## config.mk

```make
export PLATFORM = sky130hd
export DESIGN_NAME = dsc_regs
export DESIGN_NICKNAME = d
export VERILOG_FILES = /design/src/hw/dsc_pkg.sv /design/src/hw/dsc_regs.sv
export SDC_FILE = /design/constraint.sdc
export NUM_CORES = 1
export LEC_CHECK = 0
export ABC_AREA = 1
export BUFFER_PORTS_ARGS = -buffer_cell sky130_fd_sc_hd__buf_2
export CORE_MARGIN = 2
export CORE_UTILIZATION = 53
export DETAILED_ROUTE_END_ITERATION = 8
export HOLD_SLACK_MARGIN = 0.1
export PLACE_DENSITY = 0.8
export SLEW_MARGIN = 20
export SYNTH_ARGS = -nofsm -noshare
export SYNTH_HDL_FRONTEND = slang
export SYNTH_SLANG_ARGS = --single-unit
```

## constraint.sdc

```tcl
create_clock -name clk_sys_i -period 1.23 [get_ports clk_sys_i]
set_clock_uncertainty 0.05 [all_clocks]
set_input_delay 0.0615 -clock clk_sys_i [delete_from_list [all_inputs] [get_ports clk_sys_i]]
set_output_delay 0.0615 -clock clk_sys_i [all_outputs]
set_load 0.1 [all_outputs]
```

## src/hw/dsc_pkg.sv

```systemverilog
// package for the debug state capture register group
// assumes a single 25 MHz core clock domain
package dsc_pkg;

    // ****************************************
    // register indices and byte addresses
    // ****************************************
    localparam logic [7:0] IDX_SAVED_PC     = 8'h11;
    localparam logic [7:0] IDX_SAVED_SP     = 8'h12;
    localparam logic [7:0] IDX_CORE_SEL     = 8'h13;
    localparam logic [7:0] IDX_REG_SEL      = 8'h14;
    localparam logic [7:0] IDX_TRIG_CAUSE   = 8'h15;
    localparam int         ADDR_W           = 10;
    localparam logic [9:0] ADDR_SAVED_PC    = {IDX_SAVED_PC, 2'h0};
    localparam logic [9:0] ADDR_SAVED_SP    = {IDX_SAVED_SP, 2'h0};
    localparam logic [9:0] ADDR_CORE_SEL    = {IDX_CORE_SEL, 2'h0};
    localparam logic [9:0] ADDR_REG_SEL     = {IDX_REG_SEL, 2'h0};
    localparam logic [9:0] ADDR_TRIG_CAUSE  = {IDX_TRIG_CAUSE, 2'h0};

    // ****************************************
    // field positions and widths
    // ****************************************
    localparam int CORE_SEL_W   = 8;
    localparam int REG_SEL_W    = 5;
    localparam int CAUSE_LSB    = 0;
    localparam int CAUSE_W      = 3;
    localparam int THREAD_LSB   = 8;
    localparam int THREAD_W     = 8;
    localparam int BP_LSB       = 16;
    localparam int BP_W         = 2;
    localparam int NUM_BP       = 4;

    // ****************************************
    // reset values
    // ****************************************
    localparam logic [31:0] RST_WORD = 32'h0000_0000;

    // ****************************************
    // debug interrupt causes
    // ****************************************
    typedef enum logic [2:0] {
        DSC_CAUSE_NONE  = 3'h0,
        DSC_CAUSE_HOST  = 3'h1,
        DSC_CAUSE_CALL  = 3'h2,
        DSC_CAUSE_IBRK  = 3'h3,
        DSC_CAUSE_WATCH = 3'h4
    } dsc_cause_t;

endpackage : dsc_pkg

```

## src/hw/dsc_regs.sv

```systemverilog
// debug state capture registers: saved pc/sp, register-fetch operands, trigger cause
// assumes core-side request signals on clk_sys_i; register port of the same clock
//
// Our own choice: strobed register access.
`timescale 1ns/1ps
`default_nettype none

module dsc_regs (
    input  wire logic                      clk_sys_i,
    input  wire logic                      rstn_i,
    input  wire logic                      clk_en_i,
    input  wire logic [dsc_pkg::ADDR_W-1:0] addr_i,
    input  wire logic [31:0]               wdata_i,
    input  wire logic                      wr_i,
    input  wire logic                      rd_i,
    output logic      [31:0]               rdata_o,
    input  wire logic                      debug_mode_i,
    input  wire logic                      dbg_host_req_i,
    input  wire logic                      dbg_call_i,
    input  wire logic [dsc_pkg::NUM_BP-1:0] ibrk_hit_i,
    input  wire logic [dsc_pkg::NUM_BP-1:0] watch_hit_i,
    input  wire logic [7:0]                thread_i,
    input  wire logic [31:0]               pc_i,
    input  wire logic [31:0]               sp_i,
    output logic [dsc_pkg::CORE_SEL_W-1:0] fetch_core_id_o,
    output logic [dsc_pkg::REG_SEL_W-1:0]  fetch_register_index_o
);

    // ****************************************
    // functions
    // ****************************************
    function automatic logic [1:0] lowest_hit(input logic [3:0] hits);
        logic [1:0] idx;
        idx = 2'h0;
        for (int i = 3; i >= 0; i--) begin
            if (hits[i]) begin
                idx = 2'(i);
            end
        end
        return idx;
    endfunction : lowest_hit

    // ****************************************
    // state
    // ****************************************
    logic [31:0]                    pc_r,     pc_nxt;
    logic [31:0]                    sp_r,     sp_nxt;
    logic [dsc_pkg::CORE_SEL_W-1:0] core_r,   core_nxt;
    logic [dsc_pkg::REG_SEL_W-1:0]  rsel_r,   rsel_nxt;
    logic [2:0]                     cause_r,  cause_nxt;
    logic [7:0]                     thread_r, thread_nxt;
    logic [1:0]                     bp_r,     bp_nxt;
    logic [31:0]                    rdata_r,  rdata_nxt;
    logic                           entry;
    logic                           wr_ok;

    // debug entry on any trigger while not yet in debug mode
    assign entry = !debug_mode_i && (dbg_host_req_i || dbg_call_i
                   || (|ibrk_hit_i) || (|watch_hit_i));
    assign wr_ok = wr_i && debug_mode_i;

    // ****************************************
    // next state
    // ****************************************
    always_comb begin
        pc_nxt     = pc_r;
        sp_nxt     = sp_r;
        core_nxt   = core_r;
        rsel_nxt   = rsel_r;
        cause_nxt  = cause_r;
        thread_nxt = thread_r;
        bp_nxt     = bp_r;
        if (entry) begin
            pc_nxt = pc_i;
            sp_nxt = sp_i;
            // priority host > call > ibrk > watch
            if (dbg_host_req_i) begin
                cause_nxt  = dsc_pkg::DSC_CAUSE_HOST;
                thread_nxt = 8'h00;
                bp_nxt     = 2'h0;
            end else if (dbg_call_i) begin
                cause_nxt  = dsc_pkg::DSC_CAUSE_CALL;
                thread_nxt = thread_i;
                bp_nxt     = 2'h0;
            end else if (|ibrk_hit_i) begin
                cause_nxt  = dsc_pkg::DSC_CAUSE_IBRK;
                thread_nxt = thread_i;
                bp_nxt     = lowest_hit(ibrk_hit_i);
            end else begin
                cause_nxt  = dsc_pkg::DSC_CAUSE_WATCH;
                thread_nxt = thread_i;
                bp_nxt     = lowest_hit(watch_hit_i);
            end
        end else if (wr_ok) begin
            if (addr_i == dsc_pkg::ADDR_SAVED_PC) begin
                pc_nxt = wdata_i;
            end else if (addr_i == dsc_pkg::ADDR_SAVED_SP) begin
                sp_nxt = wdata_i;
            end else if (addr_i == dsc_pkg::ADDR_CORE_SEL) begin
                core_nxt = wdata_i[dsc_pkg::CORE_SEL_W-1:0];
            end else if (addr_i == dsc_pkg::ADDR_REG_SEL) begin
                rsel_nxt = wdata_i[dsc_pkg::REG_SEL_W-1:0];
            end else if (addr_i == dsc_pkg::ADDR_TRIG_CAUSE) begin
                cause_nxt  = wdata_i[dsc_pkg::CAUSE_LSB +: dsc_pkg::CAUSE_W];
                thread_nxt = wdata_i[dsc_pkg::THREAD_LSB +: dsc_pkg::THREAD_W];
                bp_nxt     = wdata_i[dsc_pkg::BP_LSB +: dsc_pkg::BP_W];
            end
        end
    end

    // ****************************************
    // read mux, reserved bits zero
    // ****************************************
    always_comb begin
        rdata_nxt = 32'h0000_0000;
        if (rd_i) begin
            if (addr_i == dsc_pkg::ADDR_SAVED_PC) begin
                rdata_nxt = pc_r;
            end else if (addr_i == dsc_pkg::ADDR_SAVED_SP) begin
                rdata_nxt = sp_r;
            end else if (addr_i == dsc_pkg::ADDR_CORE_SEL) begin
                rdata_nxt = {24'h00_0000, core_r};
            end else if (addr_i == dsc_pkg::ADDR_REG_SEL) begin
                rdata_nxt = {27'h000_0000, rsel_r};
            end else if (addr_i == dsc_pkg::ADDR_TRIG_CAUSE) begin
                rdata_nxt = {14'h0000, bp_r, thread_r, 5'h00, cause_r};
            end
        end
    end

    // ****************************************
    // registers
    // ****************************************
    always_ff @(posedge clk_sys_i or negedge rstn_i) begin
        if (!rstn_i) begin
            pc_r     <= dsc_pkg::RST_WORD;
            sp_r     <= dsc_pkg::RST_WORD;
            core_r   <= '0;
            rsel_r   <= '0;
            cause_r  <= 3'h0;
            thread_r <= 8'h00;
            bp_r     <= 2'h0;
            rdata_r  <= dsc_pkg::RST_WORD;
        end else if (clk_en_i) begin
            pc_r     <= pc_nxt;
            sp_r     <= sp_nxt;
            core_r   <= core_nxt;
            rsel_r   <= rsel_nxt;
            cause_r  <= cause_nxt;
            thread_r <= thread_nxt;
            bp_r     <= bp_nxt;
            rdata_r  <= rdata_nxt;
        end
    end

    assign rdata_o                = rdata_r;
    assign fetch_core_id_o        = core_r;
    assign fetch_register_index_o = rsel_r;

    // ****************************************
    // checks
    // ****************************************
    a_pc_capture: assert property (@(posedge clk_sys_i) disable iff (!rstn_i)
        (entry && clk_en_i) |=> (pc_r == $past(pc_i)))
        else $error("saved pc not captured");
    a_sp_capture: assert property (@(posedge clk_sys_i) disable iff (!rstn_i)
        (entry && clk_en_i) |=> (sp_r == $past(sp_i)))
        else $error("saved sp not captured");
    a_core_read: assert property (@(posedge clk_sys_i) disable iff (!rstn_i)
        (rd_i && clk_en_i && addr_i == dsc_pkg::ADDR_CORE_SEL) |=> (rdata_o[31:8] == 24'h00_0000))
        else $error("core select reserved bits nonzero");
    a_reg_read: assert property (@(posedge clk_sys_i) disable iff (!rstn_i)
        (rd_i && clk_en_i && addr_i == dsc_pkg::ADDR_REG_SEL)
        |=> (rdata_o == {27'h0, $past(rsel_r)}))
        else $error("register select readback wrong");
    a_host_zero: assert property (@(posedge clk_sys_i) disable iff (!rstn_i)
        (entry && clk_en_i && (dbg_host_req_i || dbg_call_i)) |=> (bp_r == 2'h0))
        else $error("bp index not zero for host or call");
    a_lowest_bp: assert property (@(posedge clk_sys_i) disable iff (!rstn_i)
        (entry && clk_en_i && !dbg_host_req_i && !dbg_call_i && ibrk_hit_i[0]) |=> (bp_r == 2'h0))
        else $error("lowest breakpoint not chosen");
    a_cause_code: assert property (@(posedge clk_sys_i) disable iff (!rstn_i)
        (entry && clk_en_i && dbg_host_req_i) |=> (cause_r == 3'h1 && thread_r == 8'h00))
        else $error("host cause or thread wrong");
    a_wr_block: assert property (@(posedge clk_sys_i) disable iff (!rstn_i)
        (wr_i && clk_en_i && !debug_mode_i && !entry) |=> $stable(core_r) && $stable(rsel_r))
        else $error("write outside debug mode took effect");
    a_call_cause: assert property (@(posedge clk_sys_i) disable iff (!rstn_i)
        (entry && clk_en_i && !dbg_host_req_i && dbg_call_i)
        |=> (cause_r == 3'h2 && thread_r == $past(thread_i)))
        else $error("call cause or thread wrong");
    a_brk_cause: assert property (@(posedge clk_sys_i) disable iff (!rstn_i)
        (entry && clk_en_i && !dbg_host_req_i && !dbg_call_i && (|ibrk_hit_i))
        |=> (cause_r == 3'h3 && thread_r == $past(thread_i)))
        else $error("breakpoint cause or thread wrong");
    a_watch_cause: assert property (@(posedge clk_sys_i) disable iff (!rstn_i)
        (entry && clk_en_i && !dbg_host_req_i && !dbg_call_i && !(|ibrk_hit_i))
        |=> (cause_r == 3'h4 && thread_r == $past(thread_i)))
        else $error("watchpoint cause or thread wrong");
    a_bp_second: assert property (@(posedge clk_sys_i) disable iff (!rstn_i)
        (entry && clk_en_i && !dbg_host_req_i && !dbg_call_i && ibrk_hit_i[1:0] == 2'h2)
        |=> (bp_r == 2'h1))
        else $error("breakpoint index one not chosen");
    a_bp_third: assert property (@(posedge clk_sys_i) disable iff (!rstn_i)
        (entry && clk_en_i && !dbg_host_req_i && !dbg_call_i && !(|ibrk_hit_i)
         && watch_hit_i[2:0] == 3'h4) |=> (bp_r == 2'h2))
        else $error("watchpoint index two not chosen");
    a_cause_reserved: assert property (@(posedge clk_sys_i) disable iff (!rstn_i)
        (rd_i && clk_en_i && addr_i == dsc_pkg::ADDR_TRIG_CAUSE)
        |=> (rdata_o[31:18] == 14'h0000 && rdata_o[7:3] == 5'h00))
        else $error("cause reserved bits nonzero");
    a_rdata_idle: assert property (@(posedge clk_sys_i) disable iff (!rstn_i)
        (!rd_i && clk_en_i) |=> (rdata_o == 32'h0000_0000))
        else $error("read data not zero without a read");
    a_en_freeze: assert property (@(posedge clk_sys_i) disable iff (!rstn_i)
        (!clk_en_i) |=> ($stable(pc_r) && $stable(sp_r) && $stable(rdata_o)))
        else $error("state moved while clock enable low");

endmodule : dsc_regs

`default_nettype wire

```

# Word-level counts from Yosys, hierarchy flattened
# Cells that the tools add are included.
# Widths: inputs -> output; s select.
[op_classes]
eq_ne = 9
mux = 49
n_bitwise = 4
n_reduce_logical = 17
[op_table]
columns = ["op", "count"]
rows = [
  ["$mux 32", 10],
  ["$mux 8", 8],
  ["$mux 18", 3],
  ["$eq 10x7->1 const B", 5],
  ["$mux 2", 18],
  ["$mux 3", 10],
  ["$reduce_and 7->1", 2],
  ["$ne 2x2->1 const B", 4],
  ["$reduce_bool 2->1", 4],
  ["$reduce_or 4->1", 2],
  ["$reduce_and 6->1", 1],
  ["$not 1->1", 4],
  ["$reduce_and 4->1", 1],
  ["$logic_or 1x1->1", 3],
  ["$reduce_and 3->1", 1],
  ["$logic_and 1x1->1", 2],
  ["$logic_not 1->1", 1],
]
[word_totals]
register_bits = 122
inputBits = 130
output_inout_bits = 45
elab_cells = 87

# Depth between registers and ports, before layout
[depth]
ltp_word = 8
depth_mapped = 11

# Least setup slack after synthesis
# No wires, ideal clock.
[synth_path]
path_kind = "register to register"
start = "register core_r (netlist bit fetch_core_id_o[2])"
end = "register rdata_r[2], in the netlist rdata_o[2]"
setup_ps = 68
arrival_ps = 1416
setup_slack_ps = -303
path_stages_with_launch = 7
cell_sequence = "dfrtp_1 inv_1 o2111ai_1 nand2_1 nand2_1 nand2_1 nand2_1"
[synth_between]
elab_chain_cells = 4
[synth_rtl]
columns = ["item", "line", "text"]
rows = [
  ["start, declared", "dsc_regs.sv:48", "logic [dsc_pkg::CORE_SEL_W-1:0] core_r, core_nxt;"],
  ["start signal, assigned", "dsc_regs.sv:147", "core_r <= core_nxt;"],
  ["$mux 18", "dsc_regs.sv:121", "end else if (addr_i == dsc_pkg::ADDR_CORE_SEL) begin"],
  ["$mux 32", "dsc_regs.sv:119", "end else if (addr_i == dsc_pkg::ADDR_SAVED_SP) begin"],
  ["$mux 32", "dsc_regs.sv:117", "if (addr_i == dsc_pkg::ADDR_SAVED_PC) begin"],
  ["$mux 32", "dsc_regs.sv:116", "if (rd_i) begin"],
  ["end signal, assigned", "dsc_regs.sv:143", "rdata_r <= dsc_pkg::RST_WORD;"],
  ["end signal, assigned", "dsc_regs.sv:152", "rdata_r <= rdata_nxt;"],
  ["end, declared", "dsc_regs.sv:53", "logic [31:0] rdata_r, rdata_nxt;"],
]
# No other way between the ends.
# A chain may end at the register's enable or synchronous reset.

# Worst setup path after layout
[layout_path]
start = "register core_r (netlist bit fetch_core_id_o[5])"
end = "output fetch_core_id_o[5] (netlist bit)"
[layout_lines]
columns = ["item", "line", "text"]
rows = [
  ["end, declared", "dsc_regs.sv:25", "output logic [dsc_pkg::CORE_SEL_W-1:0] fetch_core_id_o,"],
]
# No word-level cell between the ends.

==> results by group <==
Setup path
  – Critical Path Slowest Stage Cell: sky130_fd_sc_hd__dfrtp_2
  – Register-to-Register Setup Slack: 40 ps
  – Terminus of the critical flop-to-flop path: rdata_o[2]
  – Critical Path RT: 1120 ps
  – Startpoint of the most critical setup path: fetch_core_id_o[5]
  – Delay of the slowest cell on the worst path: 390 ps
  – Category of the worst setup path launch point: flop
  – Category of the critical setup timing path: flop to output pin
  – Largest fanout on the critical path: 3
  – Series of cell instances along the critical path: buf_4
  – Startpoint of the worst-slack reg-to-reg timing path: fetch_register_index_o[2]
  – Worst R2R Path Depth: 6
  – Crit path DAT: 1110 ps
  – Cell class contributing the biggest share of worst-path delay: flip-flops
  – Number of buffer and inverter instances along the worst setup path: 1
  – CP Capture Type: output pin

Floorplan
  – Placeable core region: 12100 µm²
  – Starting density of the core: 54.4%
  – Die Height: 115 µm
  – Die Wd: 115 µm
  – Die footprint: 13300 µm²
  – Number of placement rows: 40
  – I/O Pins: 175

Timing
  – Post-layout min period: 1220 ps
  – Final cycle utilization of the critical path: 99.1%
  – Slew Limit Fails: 0
  – Pin slew with the least headroom to its limit: 536 ps
  – Sum of negative setup slack: 0 ps
  – Minimum hold slack: 148 ps
  – Count of final hold-check violations: 0
  – Achievable Freq: 820 MHz
  – Min setup slack post-route: 10.5 ps
  – Worst relative slew slack: 64.2%
  – Number of endpoints failing setup at the final stage: 0

Yosys
  – Fraction of the yosys area taken by sequential cells: 46.5%
  – Post-synthesis average cell area: 6.98 µm²
  – Instance count of the mapped netlist: 941
  – Unique masters post-synth: 34
  – Largest cells by area after synthesis: sky130_fd_sc_hd__dfrtp_1 (47%), sky130_fd_sc_hd__nand2_1 (30%), sky130_fd_sc_hd__nand3_1 (6.3%)
  – Proportion of netlist area held by the largest area contributor: 46.5%
  – Post-synthesis register bit count: 122
  – Total of warnings raised by yosys: 0
  – Net count after synthesis: 1071
  – Leading area contributor after synthesis: sky130_fd_sc_hd__dfrtp_1
  – Synthesized area: 6570 µm²

Clock tree
  – H-tree Lvls: 4
  – Buffer type at the clock tree root: sky130_fd_sc_hd__clkbuf_16
  – Clock latency of the later-clocked register in the worst-skew pair: 430 ps
  – Reg clk slew, reported paths: 60 ps
  – Clock sink total: 122
  – CTS buffer count: 17
  – CTS tree: done
  – Maximum buffer depth of the clock tree: 2
  – Post-CTS Setup Repair Bufs: 0

Routing
  – Number of violations reported at the end of detailed-routing iteration 0: 965
  – Overall via count from detail_route: 7855
  – Detailed-routing iteration count for the pre-antenna-repair pass: 5
  – Count of antenna-violating nets left after detailed routing: 0
  – WL final: 23.7 mm
  – Residual DRC count: 0
  – Vias per std cell: 5.45
  – Routed length per instance: 16.4 µm

Final layout
  – Utilization of the core after routing: 83.4%
  – Proportion of layout cells with a drive suffix above 1: 24.4%
  – P&R area growth vs syn: 53.2%
  – Fill count: 665
  – Total Nets Final: 1388
  – Filler-free cell count of the finished design: 1441

Placement
  – Final weighted congestion of routability-driven global placement: 0.942
  – Number of port buffers: 174
  – Worst setup slack after placement: -307 ps
  – Detailed placement HPWL: 13.7 mm
  – Cells after DPL: 1299

Hold path
  – Classification of the worst-slack hold path: input pin to asynchronous set/reset pin

GRT
  – GR Util All Layers: 37.1%
  – Wire length of the first global-routing pass: 38.0 mm
  – Antenna violations before repair: 1
  – Vias in the first global route: 7854
  – Maximum number of pins on one net before global-route repair: 96
  – Global route overflow: 0

Power
  – Leakage power summed over all cells: 5.62 nW
  – Largest voltage drop on the vdd net: 0.905 mV
  – Power per unit of standard cell area: 1140 nW/µm²

Job
  – Max Cap Viol: 0

Run status
  – Result of the run: complete, no violations
[cell usage after synthesis]
master / count
sky130_fd_sc_hd__nor2_4: 3
sky130_fd_sc_hd__inv_2: 2
sky130_fd_sc_hd__clkbuf_1: 14
sky130_fd_sc_hd__o2111ai_1: 1
sky130_fd_sc_hd__nand2_1: 528
sky130_fd_sc_hd__nand2_4: 1
sky130_fd_sc_hd__inv_1: 51
sky130_fd_sc_hd__clkinv_1: 1
sky130_fd_sc_hd__and3_1: 1
sky130_fd_sc_hd__nor2_1: 17
sky130_fd_sc_hd__dfrtp_1: 122
sky130_fd_sc_hd__o21bai_1: 1
sky130_fd_sc_hd__nand2_2: 4
sky130_fd_sc_hd__and2_1: 2
sky130_fd_sc_hd__buf_1: 1
sky130_fd_sc_hd__o21ai_2: 1
sky130_fd_sc_hd__nand4_1: 1
sky130_fd_sc_hd__nand3b_1: 1
sky130_fd_sc_hd__nor3_2: 1
sky130_fd_sc_hd__nor3_1: 3
sky130_fd_sc_hd__a21oi_1: 3
sky130_fd_sc_hd__nand3_2: 2
sky130_fd_sc_hd__buf_6: 6
sky130_fd_sc_hd__or2_0: 8
sky130_fd_sc_hd__nand3_1: 83
sky130_fd_sc_hd__or2_2: 2
sky130_fd_sc_hd__buf_2: 17
sky130_fd_sc_hd__or2_1: 2
sky130_fd_sc_hd__o21ai_1: 4
sky130_fd_sc_hd__nor3_4: 2
sky130_fd_sc_hd__nor2_2: 3
sky130_fd_sc_hd__buf_4: 8
sky130_fd_sc_hd__o211ai_1: 8
sky130_fd_sc_hd__o21ai_0: 37
[cell type report]
| cell class | count | area (µm²) | share of cell area (%) |
|---|---|---|---|
| clock buffers | 19 | 453 | 4.50 |
| well taps | 168 | 210 | 2.09 |
| flip-flops and latches | 122 | 3070 | 30.5 |
| diodes | 2 | 5.00 | 0.0498 |
| inverters | 54 | 203 | 2.02 |
| clock inverters | 13 | 144 | 1.43 |
| repair buffers | 344 | 2880 | 28.6 |
| multi-input cells | 719 | 3090 | 30.7 |
[flip-flops by register name (all words and copies together), names as in the netlist]
register	count
pc_r	32
rdata_o	32
sp_r	32
fetch_core_id_o	8
thread_r	8
fetch_register_index_o	5
cause_r	3
bp_r	2
[cell usage in the layout (no fill, tap or decap), types with 3 or more instances in the layout]
master,count
sky130_fd_sc_hd__dlygate4sd3_1,108
sky130_fd_sc_hd__or2_0,8
sky130_fd_sc_hd__o211ai_1,8
sky130_fd_sc_hd__nor3_1,3
sky130_fd_sc_hd__dfrtp_2,13
sky130_fd_sc_hd__dfrtp_1,109
sky130_fd_sc_hd__nand2_2,8
sky130_fd_sc_hd__inv_1,51
sky130_fd_sc_hd__o21ai_1,5
sky130_fd_sc_hd__nor2_4,5
sky130_fd_sc_hd__buf_12,25
sky130_fd_sc_hd__buf_2,128
sky130_fd_sc_hd__clkinvlp_4,4
sky130_fd_sc_hd__nand2_1,524
sky130_fd_sc_hd__nor2_1,13
sky130_fd_sc_hd__a21oi_1,3
sky130_fd_sc_hd__o21ai_0,36
sky130_fd_sc_hd__clkinv_4,3
sky130_fd_sc_hd__nor3_4,3
sky130_fd_sc_hd__clkbuf_16,17
sky130_fd_sc_hd__nor2_2,5
sky130_fd_sc_hd__nand3_1,83
sky130_fd_sc_hd__buf_6,9
sky130_fd_sc_hd__buf_4,74
[per-layer routing]
layer / up-vias / share of wire (%) / GRT usage (%)
met3: 135 / 8.1 / 6.91
met4: 0 / 5.7 / 20.4
li1: 3564 / - / -
met2: 530 / 49 / 63.4
met1: 3626 / 37 / 44.5
met5: - / 0 / 0
[metrics by stage]
| step | power (mW) | cell area [µm²] |
|---|---|---|
| 3_3_place_gp | 6.04 | 8260 |
| 6_report | 11.5 | 10100 |
| 5_1_grt | 11.8 | 10100 |
| 4_1_cts | 11.3 | 10000 |
| 3_5_place_dp | 6.09 | 8260 |
| 2_1_floorplan | 5.44 | 6620 |
[cell families (layout without fill, tap and decap cells)]
family	Yosys count	after routing	synth area share (%)
simple gates	664	664	41.7
flops	122	122	46.5
buf+inv	100	430	7.18
compound gates	55	55	4.65
other cells	0	2	0
[where the power goes]
part           leakage, nW  switching [mW]  internal [mW]
sequential            1.55           0.233           4.42
clock                0.282            1.96           3.10
combinational         3.80           0.978          0.785
total                 5.62            3.17           8.30
[worst max-delay path by stage]
| stage | slack, ps | to | depth (start not counted) |
|---|---|---|---|
| 5_1_grt | -9 | rdata_o[2] | 6 |
| 4_1_cts | 20 | fetch_core_id_o[4] | 1 |
| 3_3_place_gp | -230 | rdata_o[10] | 10 |
| 3_5_place_dp | -310 | sp_r[30] | 9 |
| 2_1_floorplan | -30 | sp_r[18] | 9 |
| 6_report | 10 | fetch_core_id_o[5] | 1 |
[what timing repair did]
| action | CTS | global route |
|---|---|---|
| setup endpoints to repair | 28 | 29 |
| hold buffers | 108 | 0 |
| gates resized for setup | 28 | 13 |
| hold endpoints to repair | 213 | 0 |
Power figures use the tool's default switching activity.
